===== src/plcr2_defines.vh =====
// Constants for the second link control register block
// Assumes inclusion by plcr2_top.v only
`ifndef PLCR2_DEFINES_VH
`define PLCR2_DEFINES_VH
`define PLCR2_ADDR           5'h0a
`define PLCR2_RESET          16'h0104
`define PLCR2_RSVD_MASK      16'h3f80
`define PLCR2_B_FAREND       15
`define PLCR2_B_FX           14
`define PLCR2_B_FASTPD       6
`define PLCR2_B_EXTFD        5
`define PLCR2_B_LEDENH       4
`define PLCR2_B_ISO          3
`define PLCR2_B_IDLEERR      2
`define PLCR2_B_ODDDIS       1
`define PLCR2_B_RMIICLK      0
`define PLCR2_SPD_10         2'h0
`define PLCR2_SPD_100TX      2'h1
`define PLCR2_SPD_100FX      2'h2
`endif


===== src/plcr2_top.v =====
// Second link control register of a 10/100 transceiver and the control it steers
// Assumes a management front end on SYS_CLK and link status from the PHY core
`include "plcr2_defines.vh"
module plcr2_top (
	SYS_CLK,
	RST,
	CE,
	ADDR,
	WDATA,
	WR,
	RD,
	RDATA,
	FX_STRAP,
	FAST_MDIX,
	ROBUST_MDIX,
	LINK_UP,
	SPEED,
	AN_EN,
	PARTNER_FORCED_TX,
	STD_FULL_DUPLEX,
	ACTIVITY,
	TX_EN_IN,
	TX_ER_IN,
	ODD_NIBBLE,
	TX_DISABLE,
	FX_MODE,
	FAST_PD,
	FULL_DUPLEX,
	LINK_LED,
	MII_ISOLATE,
	IDLE_ERR_EN,
	TX_EN_OUT,
	TX_ER_OUT,
	RMII_RXCLK_REF
);
	input         SYS_CLK;
	input         RST;
	input         CE;
	input  [4:0]  ADDR;
	input  [15:0] WDATA;
	input         WR;
	input         RD;
	output [15:0] RDATA;
	input         FX_STRAP;
	input         FAST_MDIX;
	input         ROBUST_MDIX;
	input         LINK_UP;
	input  [1:0]  SPEED;
	input         AN_EN;
	input         PARTNER_FORCED_TX;
	input         STD_FULL_DUPLEX;
	input         ACTIVITY;
	input         TX_EN_IN;
	input         TX_ER_IN;
	input         ODD_NIBBLE;
	output        TX_DISABLE;
	output        FX_MODE;
	output        FAST_PD;
	output        FULL_DUPLEX;
	output        LINK_LED;
	output        MII_ISOLATE;
	output        IDLE_ERR_EN;
	output        TX_EN_OUT;
	output        TX_ER_OUT;
	output        RMII_RXCLK_REF;

	reg    [15:0] RDATA;
	reg           TX_DISABLE;
	reg           FX_MODE;
	reg           FAST_PD;
	reg           FULL_DUPLEX;
	reg           LINK_LED;
	reg           MII_ISOLATE;
	reg           IDLE_ERR_EN;
	reg           TX_EN_OUT;
	reg           TX_ER_OUT;
	reg           RMII_RXCLK_REF;

	reg    [15:0] ctl_q;
	reg    [15:0] ctl_d;
	reg    [2:0]  strap_sync_q;
	reg    [1:0]  fill_q;
	reg           strap_pend_q;
	wire          strap_ok;
	reg           link_q;
	reg           stretch_q;
	reg           blink_q;
	wire          hit;
	wire          is_100;
	wire          fd_res;
	wire          ffx_link;

	assign hit = (ADDR == `PLCR2_ADDR);
	// Strap is taken only once the synchroniser holds pin samples
	assign strap_ok = strap_pend_q && (fill_q == 2'h2) &&
		(strap_sync_q[2] == strap_sync_q[1]);
	assign is_100 = (SPEED == `PLCR2_SPD_100TX) || (SPEED == `PLCR2_SPD_100FX);
	// Extended full duplex override, else standard resolution
	assign fd_res = (ctl_q[`PLCR2_B_EXTFD] && (SPEED == `PLCR2_SPD_100TX) &&
		PARTNER_FORCED_TX) ? 1'b1 : STD_FULL_DUPLEX;
	assign ffx_link = LINK_UP && (SPEED == `PLCR2_SPD_100TX) && fd_res;

	// Register next value
	always @* begin
		ctl_d = ctl_q;
		if (WR && hit) begin
			ctl_d = WDATA;
		end
		if (strap_ok) begin
			ctl_d[`PLCR2_B_FX] = strap_sync_q[1];
		end
		if (FAST_MDIX || ROBUST_MDIX) begin
			ctl_d[`PLCR2_B_FASTPD] = 1'b1;
		end
	end

	always @(posedge SYS_CLK) begin
		if (RST) begin
			ctl_q          <= `PLCR2_RESET;
			strap_sync_q   <= 3'h0;
			fill_q         <= 2'h0;
			strap_pend_q   <= 1'b1;
			link_q         <= 1'b0;
			stretch_q      <= 1'b0;
			blink_q        <= 1'b0;
			RDATA          <= 16'h0000;
			TX_DISABLE     <= 1'b0;
			FX_MODE        <= 1'b0;
			FAST_PD        <= 1'b0;
			FULL_DUPLEX    <= 1'b0;
			LINK_LED       <= 1'b0;
			MII_ISOLATE    <= 1'b0;
			IDLE_ERR_EN    <= 1'b1;
			TX_EN_OUT      <= 1'b0;
			TX_ER_OUT      <= 1'b0;
			RMII_RXCLK_REF <= 1'b0;
		end else if (CE) begin
			strap_sync_q <= {strap_sync_q[1:0], FX_STRAP};
			if (fill_q != 2'h2) begin
				fill_q <= fill_q + 2'h1;
			end
			if (strap_ok) begin
				strap_pend_q <= 1'b0;
			end
			ctl_q  <= ctl_d;
			link_q <= LINK_UP;
			RDATA  <= (RD && hit) ? ctl_q : 16'h0000;
			// Transmitter off once link is lost in 100 Mbps mode
			if (ctl_q[`PLCR2_B_FAREND] && is_100 && link_q && !LINK_UP) begin
				TX_DISABLE <= 1'b1;
			end else if (!ctl_q[`PLCR2_B_FAREND] || LINK_UP || !is_100) begin
				TX_DISABLE <= 1'b0;
			end
			FX_MODE     <= ctl_q[`PLCR2_B_FX];
			FAST_PD     <= ctl_q[`PLCR2_B_FASTPD];
			FULL_DUPLEX <= fd_res;
			blink_q     <= ACTIVITY ? ~blink_q : 1'b0;
			if (ctl_q[`PLCR2_B_LEDENH]) begin
				LINK_LED <= ffx_link;
			end else begin
				LINK_LED <= LINK_UP && !blink_q;
			end
			MII_ISOLATE <= ctl_q[`PLCR2_B_ISO] && LINK_UP &&
				((SPEED == `PLCR2_SPD_10) ||
				((SPEED == `PLCR2_SPD_100TX) && !fd_res));
			IDLE_ERR_EN <= ctl_q[`PLCR2_B_IDLEERR];
			// Odd-nibble end adds one cycle of enable carrying error
			stretch_q <= !ctl_q[`PLCR2_B_ODDDIS] && TX_EN_IN && ODD_NIBBLE;
			TX_EN_OUT <= TX_EN_IN || stretch_q;
			TX_ER_OUT <= TX_ER_IN || (stretch_q && !TX_EN_IN);
			RMII_RXCLK_REF <= ctl_q[`PLCR2_B_RMIICLK];
		end
	end
endmodule


===== config.mk =====
export PLATFORM = sky130hd
export DESIGN_NAME = plcr2_top
export DESIGN_NICKNAME = d
export VERILOG_FILES = /design/src/plcr2_top.v
export VERILOG_INCLUDE_DIRS = /design/src
export SDC_FILE = /design/constraint.sdc
export NUM_CORES = 1
export LEC_CHECK = 0
export ABC_AREA = 1
export BUFFER_PORTS_ARGS = -buffer_cell sky130_fd_sc_hd__buf_4
export CAP_MARGIN = 40
export CORE_ASPECT_RATIO = 2
export CORE_UTILIZATION = 45
export DETAILED_ROUTE_END_ITERATION = 12
export PLACE_DENSITY = 0.8
export SYNTH_ARGS = -nofsm -noshare
export SYNTH_HDL_FRONTEND = slang
export SYNTH_SLANG_ARGS = --single-unit

===== constraint.sdc =====
create_clock -name SYS_CLK -period 1.5 [get_ports SYS_CLK]
set_input_delay 0 -clock SYS_CLK [delete_from_list [all_inputs] [get_ports SYS_CLK]]
set_output_delay 0 -clock SYS_CLK [all_outputs]
set_load 0.01 [all_outputs]

# Word-level counts from Yosys, hierarchy flattened
# Cells that the tools add are included.
dict set report classes {
  reduce_logical 42
  n_mux 9
  add_sub_neg 1
  n_eq_ne 6
  bitwise_logic 1
}
# op n
set ops {}
lappend ops {{logical AND 1 bit} 18}
lappend ops {{2-to-1 mux 16 bit} 1}
lappend ops {{2-to-1 mux 15 bit} 1}
lappend ops {{AND reduction 2 bit} 6}
lappend ops {{logical NOT 1 bit} 7}
lappend ops {{logical OR 1 bit} 7}
lappend ops {{2-to-1 mux 1 bit} 7}
lappend ops {{nonzero test 2 bit} 3}
lappend ops {{equality test 5 x 4 -> 1 bit (second input constant)} 1}
lappend ops {{equality test 2 bit (second input constant)} 2}
lappend ops {{adder 2 x 1 -> 2 bit (second input constant)} 1}
lappend ops {{equality test 2 x 1 -> 1 bit (second input constant)} 1}
lappend ops {{logical NOT 2 bit} 1}
lappend ops {{!= test 2 bit (second input constant)} 1}
lappend ops {{equality test 1 bit} 1}
lappend ops {{inverter 1 bit} 1}
dict set report word_totals {
  out_inout_bits 26
  register_bits 51
  wordCells 79
}

# Logic depth before layout (Yosys ltp)
dict set report depth {
  word_depth 8
  mapped_depth 9
}

# Worst setup path after synthesis
# No wires, ideal clock.
dict set report synth_path {
  kind {register to register}
  startpoint {register fill_q[0]}
  endpoint {register ctl_q[14]}
  setup_time_ps 64
  setup_slack_ps 424
  t_arrival_ps 1013
  path_stages_with_launch 10
  cell_sequence {dfxtp_1 inv_1 ha_1 nand2_1 inv_1 nand3_1 nand2_1 o21ai_0 nor2_1 nor2_1}
}
dict set report synth_via {
  elab_chain_len 5
}
# element line_no
set synth_lines {}
lappend synth_lines {{start: declaration} plcr2_top.v:82} ;# reg [1:0] fill_q;
lappend synth_lines {{start signal: assignment} plcr2_top.v:140} ;# fill_q <= fill_q + 2'h1;
lappend synth_lines {{equality test 2 bit *} plcr2_top.v:95} ;# assign strap_ok = strap_pend_q && (fill_q == 2'h2) &&
lappend synth_lines {{logical AND 1 bit * (2 in a row)} plcr2_top.v:95}
lappend synth_lines {{nonzero test 2 bit (no line)} n/a}
lappend synth_lines {{AND reduction 2 bit (no line)} n/a}
lappend synth_lines {{end signal: assignment} plcr2_top.v:119} ;# ctl_q <= `PLCR2_RESET;
lappend synth_lines {{end signal: assignment} plcr2_top.v:145} ;# ctl_q <= ctl_d;
lappend synth_lines {{end: declaration} plcr2_top.v:79} ;# reg [15:0] ctl_q;
# Mark *: on every way between the ends. The rest lies on a longest branch, timed or not.
# A chain may end at the register's enable or synchronous reset.

==> results.ini <==
[sta]
fmaxAchievable_mhz = 791
fin_worst_skew_ns = 0.00491
rsz0062_at_grt = false
worst_slew_pin_slew_ns = 0.518
worst_slew_margin_rel = 0.654
tns_ns = 0
finalSetupViolations = 0
slew_violations = 0
fin_crit_sh = 0.843
whs_ns = 0.0184
period_minus_slack_ns = 1.26
final-hold-violation-count = 0
worst_slack_ns = 0.236

[power]
p_int_uw = 1910
seqPwrFrac = 0.567
power.density_nw_per_um2 = 904
design_power_total_uw = 2520
power_switching_uw = 609
netSwitchingFraction = 0.242
clockPowerShare = 0.296
p_leak_uw = 0.00122
max-vdd-ir-drop_mv = 0.666
combPwrFrac = 0.137

[logic_synthesis]
synth_top_area_share = 0.504
syn_avg_cell_area_um2 = 7.62
yosysWarnings = 0
synthFlopType = dfxtp_1
synth_area_leaders = dfxtp_1, nand2_1, a21oi_1, nor2_1, o21ai_0
synth_commonest_cells = dfxtp_1, nand2_1, nor2_1
syn_inst = 266
ys_ff_latch = 51
synth_edf_count = 0
yosysTopAreaCell = dfxtp_1
seq_area_frac_synth = 0.504
netlist-cell-type-count = 24
synth_most_common_cell = dfxtp_1
syn_nets = 308
async_flop_share = 0
syn_area_um2 = 2030

[cts]
clock_sinks = 51
cts_buffers = 5
cts_buffer_depth = 2
clkTransAtPathRegs_ns = 0.08
cts_root_buf = clkbuf_8
cts_tree = yes
cts.htree.levels = 2
cts_resized = 0
clkLatencyLatePin_ns = 0.30

[global_route]
track_usage = 0.213
first_global_vias = 1813
grt-ovfl-total = 0
antenna_found_initial = 0
grt_max_degree = 38
grt_pass1_wl_mm = 7.88

[place]
gp_congestion = 0.821
port-buffer-count = 63
pre_cts_slack_ns = 0.145
dp_hpwl_mm = 3.31

[floorplanning]
core_um2 = 4340
fp.dieH_um = 96.9
ioPinCount = 65
rows = 34
die_area_um2 = 4790
fp.dieW_um = 49.5
start_util = 0.467

[drt]
vias = 1946
routed_via_density = 4.88
drtAntennaViolNets = 0
drt_iter0_markers = 38
avgRoutedWirePerCell_um = 11.9
drcViolationCount = 0
routed_wl_mm = 4.76
dr.pass1.iters = 4

[final_layout]
n_antenna_cell = 0
fin_util = 0.643
drive_above_1_share = 0.235
area_growth_pct = 37.6
multi_input_area_um2 = 861
nFillCells = 409
seq_area_um2 = 1020
nNetsFinal = 386

[critical_path]
r2r_cells = 9
required_ns = 1.74
path_class = in2reg
endpoint_kind = flop
crit_fanout = 37
cp-start-kind = input pin
cp.arrival_ns = 1.50

[run]
maxCapViolations = 0

[worst_hold_path]
hp-class = in2reg
hold_depth = 3

[status]
status = completed

power by group through the flow:
stage               clock network [uW]  logic (uW)  registers (uW)
detailed placement                   0         305            1460
global route                       831         381            1440
CTS                                779         346            1430
global placement                     0         296            1460
floorplan                            0         145            1470
finish                             747         344            1430
critical path, stage by stage:
cell and delay (ns):
dlygate4sd3_1 0.54, buf_4 0.20, inv_2 0.40, o21ai_0 0.21
a21oi_1 0.14
timing repair:
item,4_1_cts,5_1_grt
hold buffers,19,0
buffers inserted,0,0
hold endpoints to repair,31,0
through the flow:
stage               cells  cell area, um2
floorplan             266            2030
CTS                   399            2790
global placement      372            2520
finish                399            2790
detailed placement    372            2520
global route          399            2790
logic make-up (layout without fill, tap and decap cells):
kind of cell | Yosys count | count (layout) | share of synthesized area
AND/OR/NAND/NOR | 108 | 108 | 0.227
buffers and inverters | 33 | 112 | 0.0716
AO/OA/AOI/OAI | 71 | 71 | 0.180
adder cells (fa/ha/maj) | 3 | 3 | 0.0185
flip-flops | 51 | 51 | 0.504
routing by layer:
metal	up-vias	share of wire	track usage
met3	6	0.048	0.0440
met1	868	0.39	0.221
li1	1018	-	-
met2	54	0.54	0.395
met5	-	0	0
met4	0	0.019	0.0923
state kept, by name (all words and copies together) (netlist names), 2 cells and up:
signal	flops
ctl_q	16
fill_q	2
RDATA	16
strap_sync_q	3
cell type report:
class / instances / area share
clock buffer: 7 / 0.0274
inverter: 19 / 0.0260
sequential: 51 / 0.366
timing repair buffer: 85 / 0.246
clock inverter: 1 / 0.00179
multi-input combinational: 182 / 0.309
tap: 54 / 0.0242
path summary, 6_finish.rpt:
kind / endpoint / start / slack [ns]
setup / recovery: stretch_q / RST / 0.24
setup reg to reg: ctl_q[14] / fill_q[0] / 0.30
hold reg to reg: strap_pend_q / strap_pend_q / 0.45
hold / removal: blink_q / ACTIVITY / 0.02
cell usage in the layout (no fill, tap or decap), types with 2 or more instances in the layout:
cell and instances:
nand4_1 3, clkbuf_8 5, clkbuf_1 2, nand3_1 12, a21oi_1 32, clkinv_2 2
nand2_1 50, dfxtp_1 51, nor2_1 36, o21ai_1 10, nor3_1 2, ha_1 3
dlygate4sd3_1 19, nor2_2 2, o21ai_0 26, inv_1 16, buf_4 66, inv_2 2
No activity file was read; power rests on OpenSTA's default activity.
